$ cat config.mk
export PLATFORM = sky130hd
export DESIGN_NAME = rcp_dev_flat
export DESIGN_NICKNAME = d
export VERILOG_FILES = /design/src/pkg/rcp_pkg.sv /design/src/pkg/rcp_link_if.sv /design/src/core/rcp_uart_rx.sv /design/src/core/rcp_dev.sv /design/src/flat_wrapper.sv
export SDC_FILE = /design/constraint.sdc
export NUM_CORES = 2
export LEC_CHECK = 0
export ABC_AREA = 0
export CELL_PAD_IN_SITES_DETAIL_PLACEMENT = 0
export CELL_PAD_IN_SITES_GLOBAL_PLACEMENT = 1
export CORE_MARGIN = 2
export CORE_UTILIZATION = 47
export DETAILED_ROUTE_END_ITERATION = 8
export DONT_BUFFER_PORTS = 1
export PLACE_DENSITY = 0.85
export REMOVE_ABC_BUFFERS = 1
export SLEW_MARGIN = 20
export SYNTH_ARGS = -nofsm -noshare
export SYNTH_HDL_FRONTEND = slang
export SYNTH_HIERARCHICAL = 1
export SYNTH_SLANG_ARGS = --single-unit
$ cat constraint.sdc
create_clock -name core_clk_i -period 9.9 [get_ports core_clk_i]
set_clock_uncertainty 0.1 [all_clocks]
set_input_delay 2.475 -clock core_clk_i [delete_from_list [all_inputs] [get_ports core_clk_i]]
set_output_delay 2.475 -clock core_clk_i [all_outputs]
set_load 0.01 [all_outputs]
$ cat src/pkg/rcp_pkg.sv
// Purpose: shared constants and types for the channel config command link
// Assumes: 250 MHz core clock, 2400 baud text link on select pin 0
// Notes: word codes are ascii, right aligned, zero filled above
package rcp_pkg;
    // ****************************************
    // timing
    // ****************************************
    localparam int CLK_HZ = 250_000_000;
    localparam int BAUD = 2400;
    localparam int BIT_CYC = CLK_HZ / BAUD;
    localparam int GAP_MS = 50;
    localparam int GAP_CYC = CLK_HZ / 1000 * GAP_MS;
    localparam int STABLE_MS = 50;
    localparam int STABLE_CYC = CLK_HZ / 1000 * STABLE_MS;
    // ****************************************
    // limits and field positions
    // ****************************************
    localparam int NCHAN = 32;
    localparam int CHAN_MAX = 31;
    localparam int N_MAX = 65535;
    localparam int CHAN_DIGITS = 2;
    localparam int R_W = 14;
    localparam int R_RSV_BIT = 14;
    localparam int R_OFS_BIT = 15;
    localparam logic [16:0] N_OFS = 17'h10000;
    localparam logic [15:0] DEF_N = 16'h8098;
    localparam logic [15:0] DEF_R = 16'h0208;
    // ****************************************
    // characters and command words
    // ****************************************
    localparam logic [7:0] CH_CR = 8'h0d;
    localparam logic [7:0] CH_SP = 8'h20;
    localparam logic [7:0] CH_HASH = 8'h23;
    localparam logic [7:0] CH_CLR = 8'h31;
    localparam logic [7:0] CH_0 = 8'h30;
    localparam logic [7:0] CH_9 = 8'h39;
    localparam logic [127:0] W_UNLOCK = 128'h454e41424c4553455249414c4d4f4445;
    localparam logic [127:0] W_GOCHAN = 128'h474f4348414e;
    localparam logic [127:0] W_LOAD = 128'h4c4f4144;
    localparam logic [127:0] W_PAR = 128'h534554504152;
    localparam logic [127:0] W_SER = 128'h534554534552;
    localparam logic [127:0] W_RDIV = 128'h5256414c5545;
    localparam logic [127:0] W_SINGLE = 128'h53494e474c45;
    typedef enum logic [1:0] {RCP_PAR, RCP_SER, RCP_SINGLE} rcp_mode_type;
    // ****************************************
    // host register map
    // ****************************************
    localparam logic [7:0] REG_CTRL = 8'h00;
    localparam logic [7:0] REG_SEL = 8'h04;
    localparam logic [7:0] REG_TX = 8'h08;
    localparam logic [7:0] REG_STAT = 8'h0c;
    localparam int CTRL_PGM = 0;
    localparam int CTRL_STOP2 = 1;
    localparam logic [3:0] FRM_BITS1 = 4'ha;
    localparam logic [3:0] FRM_BITS2 = 4'hb;
endpackage

$ cat src/pkg/rcp_link_if.sv
// Purpose: select pins between host and receiver
// Assumes: host drives all four pins, receiver only reads them
// Notes: pins are active low; pin 0 doubles as the text line
`timescale 1ns/1ps
interface rcp_link_if;
    logic [3:0] sel_n;
    modport host (output sel_n);
    modport dev (input sel_n);
endinterface

$ cat src/core/rcp_uart_rx.sv
// Purpose: byte receiver for the command text line
// Assumes: rx_i already synchronised, idle high, lsb first
// Notes: a bad stop bit drops the byte silently
`timescale 1ns/1ps
module rcp_uart_rx #(
    parameter int BIT_CYC = rcp_pkg::BIT_CYC
) (
    // clock and reset
    input wire logic core_clk_i,
    input wire logic rst_i,
    // line and byte out
    input wire logic rx_i,
    output logic [7:0] data_o,
    output logic valid_o
);
    localparam int CW = $clog2(BIT_CYC + 1);
    typedef enum logic [1:0] {RX_IDLE, RX_START, RX_DATA, RX_STOP} rcp_rx_type;
    rcp_rx_type st_r;
    logic [CW-1:0] cnt_r;
    logic [2:0] nb_r;
    wire half_w = (cnt_r == CW'(BIT_CYC / 2 - 1));
    wire full_w = (cnt_r == CW'(BIT_CYC - 1));

    always_ff @(posedge core_clk_i or posedge rst_i) begin
        if (rst_i) begin
            st_r <= RX_IDLE;
            cnt_r <= '0;
            nb_r <= '0;
            data_o <= '0;
            valid_o <= 1'b0;
        end else begin
            valid_o <= 1'b0;
            cnt_r <= cnt_r + CW'(1);
            case (st_r)
                RX_IDLE: begin
                    cnt_r <= '0;
                    if (!rx_i) st_r <= RX_START;
                end
                RX_START: if (half_w) begin
                    // recheck mid start bit so a glitch is not taken as a byte
                    cnt_r <= '0;
                    nb_r <= '0;
                    st_r <= rx_i ? RX_IDLE : RX_DATA;
                end
                RX_DATA: if (full_w) begin
                    cnt_r <= '0;
                    data_o <= {rx_i, data_o[7:1]};
                    nb_r <= nb_r + 3'h1;
                    if (nb_r == 3'h7) st_r <= RX_STOP;
                end
                RX_STOP: if (full_w) begin
                    valid_o <= rx_i;
                    st_r <= RX_IDLE;
                end
                default: st_r <= RX_IDLE;
            endcase
        end
    end
endmodule

$ cat src/core/rcp_dev.sv
// Purpose: receiver end, parses command text and drives synthesizer dividers
// Assumes: rst_i stands for power loss; eeprom store is not reset
// Notes: lines are parsed on the fly, nothing but a hash (which drops command mode) or a clear at line start acts before the line end
//
// The register addresses and register access over APB are this design's own decisions.
`timescale 1ns/1ps
module rcp_dev #(
    parameter int BIT_CYC = rcp_pkg::BIT_CYC,
    parameter int STABLE_CYC = rcp_pkg::STABLE_CYC
) (
    // clock and reset
    input wire logic core_clk_i,
    input wire logic rst_i,
    // link
    rcp_link_if.dev link,
    // raw slicer level
    input wire logic slicer_i,
    // synthesizer setting
    output logic [16:0] n_div_o,
    output logic [13:0] r_div_o,
    output logic [4:0] chan_o,
    output rcp_pkg::rcp_mode_type mode_o,
    output logic tune_ok_o,
    // status
    output logic cmd_mode_o,
    output logic eep_wr_o,
    output logic data_o,
    output logic data_stable_o
);
    localparam int SW = $clog2(STABLE_CYC + 1);
    typedef enum logic {ST_RESTORE, ST_RUN} rcp_st_type;

    function automatic logic [16:0] dec_acc(input logic [16:0] a, input logic [3:0] d);
        logic [20:0] t;
        t = 21'(a) * 21'd10 + 21'(d);
        // saturate one above the limit so the value stays invalid
        if (t > 21'(rcp_pkg::N_MAX)) dec_acc = 17'(rcp_pkg::N_MAX + 1);
        else dec_acc = t[16:0];
    endfunction

    function automatic logic [2:0] sat_inc(input logic [2:0] n);
        sat_inc = (n == 3'h7) ? n : n + 3'h1;
    endfunction

    // ****************************************
    // pin synchronisers
    // ****************************************
    logic [3:0] sel_s1_r;
    logic [3:0] sel_s2_r;
    logic slc_s1_r;
    logic slc_s2_r;
    always_ff @(posedge core_clk_i or posedge rst_i) begin
        if (rst_i) begin
            sel_s1_r <= '1;
            sel_s2_r <= '1;
            slc_s1_r <= 1'b0;
            slc_s2_r <= 1'b0;
        end else begin
            sel_s1_r <= link.sel_n;
            sel_s2_r <= sel_s1_r;
            slc_s1_r <= slicer_i;
            slc_s2_r <= slc_s1_r;
        end
    end

    wire [7:0] rx_byte;
    wire rx_vld;
    rcp_uart_rx #(.BIT_CYC(BIT_CYC)) u_rx (
        .core_clk_i(core_clk_i),
        .rst_i(rst_i),
        .rx_i(sel_s2_r[0]),
        .data_o(rx_byte),
        .valid_o(rx_vld)
    );

    // ****************************************
    // line tokenizer
    // ****************************************
    rcp_st_type st_r;
    logic [127:0] word_r;
    logic [127:0] word_nxt;
    logic [1:0] tok_r;
    logic [1:0] tok_nxt;
    logic [16:0] a0_r;
    logic [16:0] a0_nxt;
    logic [16:0] a1_r;
    logic [16:0] a1_nxt;
    logic [2:0] nd0_r;
    logic [2:0] nd0_nxt;
    logic [2:0] nd1_r;
    logic [2:0] nd1_nxt;
    logic bad_r;
    logic bad_nxt;
    logic unl_nxt;

    wire is_cr = (rx_byte == rcp_pkg::CH_CR);
    wire is_sp = (rx_byte == rcp_pkg::CH_SP);
    wire is_hash = (rx_byte == rcp_pkg::CH_HASH);
    wire is_dig = (rx_byte >= rcp_pkg::CH_0) && (rx_byte <= rcp_pkg::CH_9);
    wire [7:0] dig_w = rx_byte - rcp_pkg::CH_0;
    wire is_clr = (rx_byte == rcp_pkg::CH_CLR) && (tok_r == 2'h0) && (word_r == '0);
    wire line_end = rx_vld & is_cr;
    wire run_w = (st_r == ST_RUN);
    wire go_w = line_end & cmd_mode_o & ~bad_r & run_w;
    wire ch_ok = (nd0_r == 3'(rcp_pkg::CHAN_DIGITS)) && (a0_r <= 17'(rcp_pkg::CHAN_MAX));
    wire a0_ok = (nd0_r != 3'h0) && (a0_r <= 17'(rcp_pkg::N_MAX));
    wire a1_ok = (nd1_r != 3'h0) && (a1_r <= 17'(rcp_pkg::N_MAX));

    // ****************************************
    // command decode
    // ****************************************
    wire c_unlock = line_end & ~bad_r & (word_r == rcp_pkg::W_UNLOCK) & (tok_r == 2'h0);
    wire c_go = go_w & (word_r == rcp_pkg::W_GOCHAN) & (tok_r == 2'h1) & ch_ok;
    wire c_load = go_w & (word_r == rcp_pkg::W_LOAD) & (tok_r == 2'h2) & ch_ok & a1_ok;
    wire c_par = go_w & (word_r == rcp_pkg::W_PAR) & (tok_r == 2'h0);
    wire c_ser = go_w & (word_r == rcp_pkg::W_SER) & (tok_r == 2'h0);
    wire c_rdiv = go_w & (word_r == rcp_pkg::W_RDIV) & (tok_r == 2'h1) & a0_ok
                  & ~a0_r[rcp_pkg::R_RSV_BIT];
    wire c_single = go_w & (word_r == rcp_pkg::W_SINGLE) & (tok_r == 2'h1) & a0_ok;

    always_comb begin
        word_nxt = word_r;
        tok_nxt = tok_r;
        a0_nxt = a0_r;
        a1_nxt = a1_r;
        nd0_nxt = nd0_r;
        nd1_nxt = nd1_r;
        bad_nxt = bad_r;
        unl_nxt = cmd_mode_o;
        if (rx_vld) begin
            if (is_cr | is_hash | is_clr) begin
                // every line end, hash or clear starts a fresh line
                word_nxt = '0;
                tok_nxt = '0;
                a0_nxt = '0;
                a1_nxt = '0;
                nd0_nxt = '0;
                nd1_nxt = '0;
                bad_nxt = 1'b0;
                if (is_hash) unl_nxt = 1'b0;
                else if (c_unlock) unl_nxt = 1'b1;
            end else if (is_sp) begin
                if (tok_r != 2'h3) tok_nxt = tok_r + 2'h1;
            end else if (tok_r == 2'h0) begin
                word_nxt = {word_r[119:0], rx_byte};
            end else if (is_dig && tok_r == 2'h1) begin
                a0_nxt = dec_acc(a0_r, dig_w[3:0]);
                nd0_nxt = sat_inc(nd0_r);
            end else if (is_dig && tok_r == 2'h2) begin
                a1_nxt = dec_acc(a1_r, dig_w[3:0]);
                nd1_nxt = sat_inc(nd1_r);
            end else begin
                bad_nxt = 1'b1;
            end
        end
    end

    always_ff @(posedge core_clk_i or posedge rst_i) begin
        if (rst_i) begin
            word_r <= '0;
            tok_r <= '0;
            a0_r <= '0;
            a1_r <= '0;
            nd0_r <= '0;
            nd1_r <= '0;
            bad_r <= 1'b0;
            cmd_mode_o <= 1'b0;
        end else begin
            word_r <= word_nxt;
            tok_r <= tok_nxt;
            a0_r <= a0_nxt;
            a1_r <= a1_nxt;
            nd0_r <= nd0_nxt;
            nd1_r <= nd1_nxt;
            bad_r <= bad_nxt;
            cmd_mode_o <= unl_nxt;
        end
    end

    // ****************************************
    // non volatile store, survives rst_i
    // ****************************************
    logic [15:0] ee_tab [rcp_pkg::NCHAN];
    logic [15:0] ee_r_r;
    logic [4:0] ee_chan_r;
    rcp_pkg::rcp_mode_type ee_mode_r;
    initial begin
        for (int i = 0; i < rcp_pkg::NCHAN; i++) ee_tab[i] = rcp_pkg::DEF_N;
        ee_r_r = rcp_pkg::DEF_R;
        ee_chan_r = '0;
        ee_mode_r = rcp_pkg::RCP_PAR;
    end
    always @(posedge core_clk_i) begin
        if (c_load) ee_tab[a0_r[4:0]] <= a1_r[15:0];
        if (c_rdiv) ee_r_r <= a0_r[15:0];
        if (c_go) ee_chan_r <= a0_r[4:0];
        if (c_go | c_ser) ee_mode_r <= rcp_pkg::RCP_SER;
        if (c_par) ee_mode_r <= rcp_pkg::RCP_PAR;
        // mode is kept, the single divider is not
        if (c_single) ee_mode_r <= rcp_pkg::RCP_SINGLE;
    end

    // ****************************************
    // live tuning state
    // ****************************************
    logic [4:0] chan_r;
    logic [15:0] r_r;
    logic [15:0] nsing_r;
    logic sing_ok_r;
    rcp_pkg::rcp_mode_type mode_r;
    always_ff @(posedge core_clk_i or posedge rst_i) begin
        if (rst_i) begin
            st_r <= ST_RESTORE;
            chan_r <= '0;
            r_r <= '0;
            nsing_r <= '0;
            sing_ok_r <= 1'b0;
            mode_r <= rcp_pkg::RCP_PAR;
            eep_wr_o <= 1'b0;
        end else begin
            eep_wr_o <= c_load | c_rdiv | c_go | c_ser | c_par | c_single;
            if (st_r == ST_RESTORE) begin
                chan_r <= ee_chan_r;
                r_r <= ee_r_r;
                mode_r <= ee_mode_r;
                st_r <= ST_RUN;
            end
            if (c_go) chan_r <= a0_r[4:0];
            if (c_go | c_ser) mode_r <= rcp_pkg::RCP_SER;
            if (c_par) mode_r <= rcp_pkg::RCP_PAR;
            if (c_rdiv) r_r <= a0_r[15:0];
            if (c_single) begin
                nsing_r <= a0_r[15:0];
                mode_r <= rcp_pkg::RCP_SINGLE;
                sing_ok_r <= 1'b1;
            end
        end
    end

    // ****************************************
    // divider selection and outputs
    // ****************************************
    wire [4:0] par_ch = {1'b0, ~sel_s2_r};
    wire [4:0] use_ch = (mode_r == rcp_pkg::RCP_PAR) ? par_ch : chan_r;
    wire [15:0] n_base = (mode_r == rcp_pkg::RCP_SINGLE) ? nsing_r : ee_tab[use_ch];
    wire [16:0] n_eff = {1'b0, n_base} + (r_r[rcp_pkg::R_OFS_BIT] ? rcp_pkg::N_OFS : 17'h0);
    wire tune_w = run_w & ((mode_r != rcp_pkg::RCP_SINGLE) | sing_ok_r);
    logic [SW-1:0] stab_cnt_r;
    wire stab_w = (stab_cnt_r == SW'(STABLE_CYC - 1));

    always_ff @(posedge core_clk_i or posedge rst_i) begin
        if (rst_i) begin
            n_div_o <= '0;
            r_div_o <= '0;
            chan_o <= '0;
            mode_o <= rcp_pkg::RCP_PAR;
            tune_ok_o <= 1'b0;
            stab_cnt_r <= '0;
            data_stable_o <= 1'b0;
            data_o <= 1'b0;
        end else begin
            n_div_o <= n_eff;
            r_div_o <= r_r[rcp_pkg::R_W-1:0];
            chan_o <= use_ch;
            mode_o <= mode_r;
            tune_ok_o <= tune_w;
            // data held low until the slicer has settled
            if (!data_stable_o) stab_cnt_r <= stab_cnt_r + SW'(1);
            if (stab_w) data_stable_o <= 1'b1;
            data_o <= data_stable_o & slc_s2_r;
        end
    end
endmodule

$ cat src/flat_wrapper.sv
// flat-port wrapper written by rule: the top's interface ports become plain ports
module rcp_dev_flat 
#(
    parameter int BIT_CYC = rcp_pkg::BIT_CYC,
    parameter int STABLE_CYC = rcp_pkg::STABLE_CYC
)
  (core_clk_i, rst_i, slicer_i, n_div_o, r_div_o, chan_o, mode_o, tune_ok_o, cmd_mode_o, eep_wr_o, data_o, data_stable_o, link_sel_n);
  rcp_link_if link_i ();
  input wire logic core_clk_i;
  input wire logic rst_i;
  input wire logic slicer_i;
  output logic [16:0] n_div_o;
  output logic [13:0] r_div_o;
  output logic [4:0] chan_o;
  output rcp_pkg::rcp_mode_type mode_o;
  output logic tune_ok_o;
  output logic cmd_mode_o;
  output logic eep_wr_o;
  output logic data_o;
  output logic data_stable_o;
  input wire logic [$bits(link_i.sel_n)-1:0] link_sel_n;
  assign link_i.sel_n = link_sel_n;
  rcp_dev #(.BIT_CYC(BIT_CYC), .STABLE_CYC(STABLE_CYC)) u_core (.core_clk_i(core_clk_i), .rst_i(rst_i), .link(link_i), .slicer_i(slicer_i), .n_div_o(n_div_o), .r_div_o(r_div_o), .chan_o(chan_o), .mode_o(mode_o), .tune_ok_o(tune_ok_o), .cmd_mode_o(cmd_mode_o), .eep_wr_o(eep_wr_o), .data_o(data_o), .data_stable_o(data_stable_o));
endmodule
Yosys cells after proc, flatten, opt, wreduce, memory -nomap -nowiden
Memories as Yosys holds them, arrays and structs flattened.
Index checks and enable logic that the tools add are counted.

storage, ports and cells
  memory bits (writable) = 512
  input bits = 7
  output and inout port bits = 43
  memories kept = 1
  register bits after elaboration = 343

cells by class
  equal/unequal tests = 40
  add/subtract/negate cells = 10
  bitwise operators = 39
  mux-type cells = 65
  reductions and logical operators = 34
  magnitude comparators = 7
  multipliers = 2

memories
  memory         depth  width  rd ports  clocked after Yosys merged registers in  wr ports  line            source
  u_core.ee_tab  32     16     1         0                                        1         rcp_dev.sv:183  logic [15:0] ee_tab [rcp_pkg::NCHAN];

operator list
  operator                                                                    number
  128-bit by 47-bit equality test with 1-bit output (second input constant)   5
  128-bit two-way mux                                                         3
  17-bit two-way mux                                                          14
  128-bit by 127-bit equality test with 1-bit output (second input constant)  1
  128-bit by 31-bit equality test with 1-bit output (second input constant)   1
  128-bit zero test                                                           1
  17-bit one-hot mux with 3 select lines                                      1
  16-bit two-way mux                                                          3
  21-bit by 4-bit adder with 21-bit output                                    2
  21-bit by 16-bit > comparator with 1-bit output (second input constant)     2
  17-bit by 3-bit multiplier with 20-bit output (second input constant)       2
  3-bit two-way mux                                                           13
  17-bit by 16-bit <= comparator with 1-bit output (second input constant)    2
  2-bit two-way mux                                                           15
  1-bit AND                                                                   27
  24-bit by 1-bit adder with 24-bit output (second input constant)            1
  24-bit equality test (second input constant)                                1
  8-bit by 6-bit equality test with 1-bit output (second input constant)      3
  2-bit inequality test (second input constant)                               11
  5-bit AND reduction                                                         4
  16-bit by 17-bit adder with 17-bit output                                   1
  17-bit by 1-bit adder with 17-bit output (second input constant)            1
  17-bit by 16-bit equality test with 1-bit output (second input constant)    1
  17-bit equality test (second input constant)                                1
  other kinds (29)                                                            81

Logic depth before layout (Yosys ltp)
  word-level depth = 14
  gate-level depth with buffers = 13
  mapped depth without buffers = 12

By module
The synthesis kept the hierarchy.

modules (own cells, without submodules)
  module       times used  area an instance (um2)  cells an instance  sequential area each (um2)
  rcp_dev      1           35316.4                 2874               23232.3
  rcp_uart_rx  1           1676.6                  165                775.7

Worst setup path after synthesis
Ideal clock, no wire load.

  kind = reg2reg
  start = register u_core.a1_r[1]
  end = register u_core.a1_r[10]
  required time = 9.731 ns
  cell stages (with the launch flop) = 14
  period minus slack after synthesis = 4.273 ns
  path buffers = 1
  slack = 5.627 ns
  data arrival time = 4.104 ns
  path through = dfrtp_1 -> ha_1 -> ha_1 -> fa_1 -> a211oi_1 -> o211ai_2 -> a31oi_1 -> xnor2_2 -> nand3b_4 -> or4b_1 -> a221o_1 -> a21oi_4 -> buf_6 -> a32o_1

between the ends
  cells in the longest elaborated chain, start to end = 9

RTL lines
  what                                               line            source
  start, declared                                    rcp_dev.sv:86   logic [16:0] a1_r;
  start signal, assigned                             rcp_dev.sv:172  a1_r <= a1_nxt;
  17-bit by 3-bit multiplier with 20-bit output (*)  rcp_dev.sv:35   t = 21'(a) * 21'd10 + 21'(d);
  21-bit by 4-bit adder with 21-bit output (*)       rcp_dev.sv:35
  21-bit by 16-bit > comparator with 1-bit output    rcp_dev.sv:37   if (t > 21'(rcp_pkg::N_MAX)) dec_acc = 17'(rcp_pkg::N_MAX + 1);
  17-bit two-way mux (*)                             rcp_dev.sv:37
  17-bit two-way mux (*)                             rcp_dev.sv:149  end else if (is_dig && tok_r == 2'h2) begin
  17-bit two-way mux (*)                             rcp_dev.sv:146  end else if (is_dig && tok_r == 2'h1) begin
  17-bit two-way mux (*)                             rcp_dev.sv:144  end else if (tok_r == 2'h0) begin
  17-bit two-way mux (*)                             rcp_dev.sv:142  end else if (is_sp) begin
  17-bit two-way mux (*)                             rcp_dev.sv:131  if (is_cr | is_hash | is_clr) begin

Every way passes the cells marked *; elsewhere a longest branch is shown, timed or not. The select of a mux whose other input is x is not followed.
A chain may end at the register's enable or synchronous reset.

Worst setup path in the final report
  start = register u_core.a1_r[3]
  end = register u_core.a1_r[4]

Same word-level chain as after synthesis.

==> results.md <==
- Final antenna-violating net count: 0
- Max Cap Viol: 0
- Clock share of power: 44.9%
- Cell variety after synth: 101
- Syn Area/Cell: 12.2 um^2
- Sw Ratio: 22.2%
- GRT Residual Overflow: 0
- Antenna violations before repair: 2
- Cells after Synth: 3039
- Sw Pwr: 0.00166 W
- Crit path time final: 5.11 ns
- GRT Util Overall: 22.8%
- Worst Setup End Kind: flop
- Row count: 102
- Die X: 285 um
- Post-synth EDFFs: 532
- Placed cell count: 3966
- Final net count: 3111
- Worst-margin pin slew: 1.10 ns
- CTS Buf Count: 88
- Most frequent CP cell: ha_1
- Via count: 25100
- Setup Buffers After CTS: 0
- Clk pin slew, worst setup/hold paths: 0.06 ns
- Post-CTS Hold Buffers: 0
- Vias in the first global route: 24800
- Hold slack: 0.253 ns
- Area share of the largest cell type after synthesis: 43.2%
- Setup WS pre-CTS: 4.87 ns
- Final Cycle Share: 51.6%
- Int Pwr: 0.00583 W
- Outcome: completed
- FF+latch count, synth: 853
- CTS Buffer Depth: 3
- Achievable Freq: 196 MHz
- Final Util: 52.9%
- Placer Congestion: 0.884
- Pre-antenna DRT Iters: 5
- Unrepaired setup endpoints after global routing: no
- First-pass GRT wire length: 145000 um
- Pins over their slew limit: 0
- Synth top area cells: edfxtp_1, dfrtp_1, nand2_1, nand3_1, a22o_1
- Die Area: 81000 um^2
- Data arrival time of the critical path: 5.54 ns
- H-tree Lvls: 3
- Fin. Hold Viols: 0
- Critical Path Fanout Max: 35
- Port bufs: 0
- Cell Chain, Critical Path: ha_1 > ha_1 > fa_1 > a211oi_1 > o211ai_2 > a31oi_1 > xnor2_2 > nand3b_4 > or4b_1 > a221o_1 > a21oi_4 > a32o_1
- CTS tree: yes
- DP HPWL: 54700 um
- VDD IR max: 0.000126 V
- Fin cells: 4132
- Sink Count: 853
- Worst slew margin: 26.6%
- Proportion of layout cells with a drive suffix above 1: 9.90%
- DRC: 0
- Synth warn: 6
- Yosys top cell by area: edfxtp_1
- Core area: 77700 um^2
- Hold crit path type: flop to flop
- Worst setup SP type: flop
- Slowest stage cell, crit path: dfrtp_1
- Routed WL: 92700 um
- Synthesis-to-layout area growth: 11.2%
- Required @ worst endpoint: 10.33 ns
- Mapped cell area: 37000 um^2
- Initial Utilization: 47.6%
- Power Density: 182 nW/um^2
- Flop pwr share: 50.7%
- WL per Instance: 22.4 um
- Largest net degree at the start of global routing: 126
- Leak: 16.0 nW
- N_diodes: 0
- Die height: 285 um
- Clk_lat worst skew: 0.65 ns
- CP max stage delay: 1.03 ns
- Final WS setup: 4.79 ns
- Pwr Total: 0.00750 W
- Crit path kind: flop to flop
- Post-synthesis sequential area ratio: 64.9%
- Gate power share: 4.4%
- Ys async rst share: 37.4%
- IO Count: 50
- Clock Tree Root: clkbuf_16
- # setup viols final: 0
- DRT iter0 DRCs: 2712
- Dominant synthesized flop cell: edfxtp_1
- Post-CTS sizing: 0
- Vias per inst: 6.07
[registers in the layout, indices dropped and copies added, names as in the netlist, 14 cells and up, named ones only]
name,cells
u_core/r_r,15
u_core/a1_r,17
u_core/u_rx/cnt_r,17
u_core/word_r,128
u_core/a0_r,17
u_core/r_div_o,14
u_core/nsing_r,16
u_core/n_div_o,17
u_core/ee_r_r,15
u_core/ee_tab,512
u_core/stab_cnt_r,24
[metal layers]
metal / wire [um] / global-route usage (%) / vias to the layer above
met1: 39300 / 31.6 / 12700
li1: - / - / 11300
met5: 33 / 0 / -
met2: 44000 / 36.5 / 969
met3: 6610 / 3.73 / 158
met4: 2720 / 7.79 / 4
[metrics by stage]
step | area [um^2] | TNS [ns]
2_1_floorplan | 36300 | -174.13
3_3_place_gp | 38100 | 0
3_5_place_dp | 38100 | 0
4_1_cts | 41100 | 0
5_1_grt | 41100 | 0
6_report | 41100 | 0
[synth_stat cells (5+ instances only)]
cell / n
a22o_1: 133
xor2_1: 24
or2_2: 5
xnor2_1: 53
o31ai_1: 9
a211oi_1: 5
buf_2: 13
a221o_1: 21
and3_1: 78
ha_1: 84
or4_1: 5
and2_1: 10
a21o_1: 11
a32o_1: 31
nor4_1: 45
a31oi_1: 36
or3_1: 5
or3b_2: 5
nand3b_1: 11
nand4_1: 38
nand2b_1: 5
o311ai_0: 16
mux2i_1: 6
mux2_2: 27
edfxtp_1: 532
buf_1: 15
nor3_1: 64
dfrtp_1: 311
nor2b_1: 28
dfstp_2: 8
clkbuf_1: 140
a311oi_1: 64
nand4b_1: 6
nor4b_1: 6
nand3_1: 248
o21ai_0: 22
inv_1: 46
and4_1: 7
o21a_1: 11
a21oi_1: 35
nand2_1: 603
nor2_1: 121
[cell families after synthesis]
| family | count (synthesis) | synth area share (%) |
|---|---|---|
| fa+ha+maj | 88 | 3.06 |
| other cells | 1 | 0.0101 |
| buf+inv | 222 | 2.38 |
| compound gates | 440 | 9.72 |
| mux | 33 | 0.984 |
| flops | 853 | 64.9 |
| simple gates | 1322 | 17.0 |
| xor+xnor | 80 | 1.95 |
[critical path: cells and delay by family (launching register included)]
kind | cells | cell delay (ns)
AO/OA/AOI/OAI | 6 | 2.02
flip-flops | 1 | 1.03
AND/OR/NAND/NOR | 2 | 0.60
adder cells (fa/ha/maj) | 3 | 1.06
XOR/XNOR | 1 | 0.21
[cell usage in the layout, fill, tap and decap left out, drive strengths merged, types with 48 or more instances in the layout]
cell	synthesis	routed
a22o	133	133
a311oi	64	64
and3	79	79
buf	31	61
clkbuf	142	121
dfrtp	311	311
edfxtp	532	532
ha	84	84
inv	47	50
nand2	603	603
nand3	249	249
nor2	124	124
nor3	64	64
nor4	48	48
xnor2	55	55
[cell type report]
cell class / count / area (um^2)
clock buffers: 121 / 2480
clock inverters: 45 / 528
fillers: 6400 / 36600
inverters: 48 / 195
multi-input cells: 1964 / 12100
flip-flops and latches: 853 / 24000
well taps: 1040 / 1300
repair buffers: 61 / 465
[worst paths after layout]
kind | from | end | slack, ns | cells after the start
max | u_core/a1_r[3] | u_core/a1_r[4] | 4.79 | 12
min reg2reg | u_core/slc_s1_r | u_core/slc_s2_r | 0.25 | 0
max in group asynchronous | rst_i | u_core/word_r[0] | 6.56 | 2
min in group asynchronous | rst_i | u_core/word_r[15] | 1.68 | 1
min | u_core/slc_s1_r | u_core/slc_s2_r | 0.25 | 0
max reg2reg | u_core/a1_r[3] | u_core/a1_r[4] | 4.79 | 12
[power by group through the flow]
stage / clock, W / combinational, W / sequential [W]
2_1_floorplan: 0 / 0.000256 / 0.00387
3_3_place_gp: 0 / 0.000311 / 0.00387
3_5_place_dp: 0 / 0.000323 / 0.00387
4_1_cts: 0.00342 / 0.000325 / 0.00380
5_1_grt: 0.00357 / 0.000364 / 0.00380
6_report: 0.00337 / 0.000326 / 0.00380
Note: power is estimated with default switching activity, not from simulation.
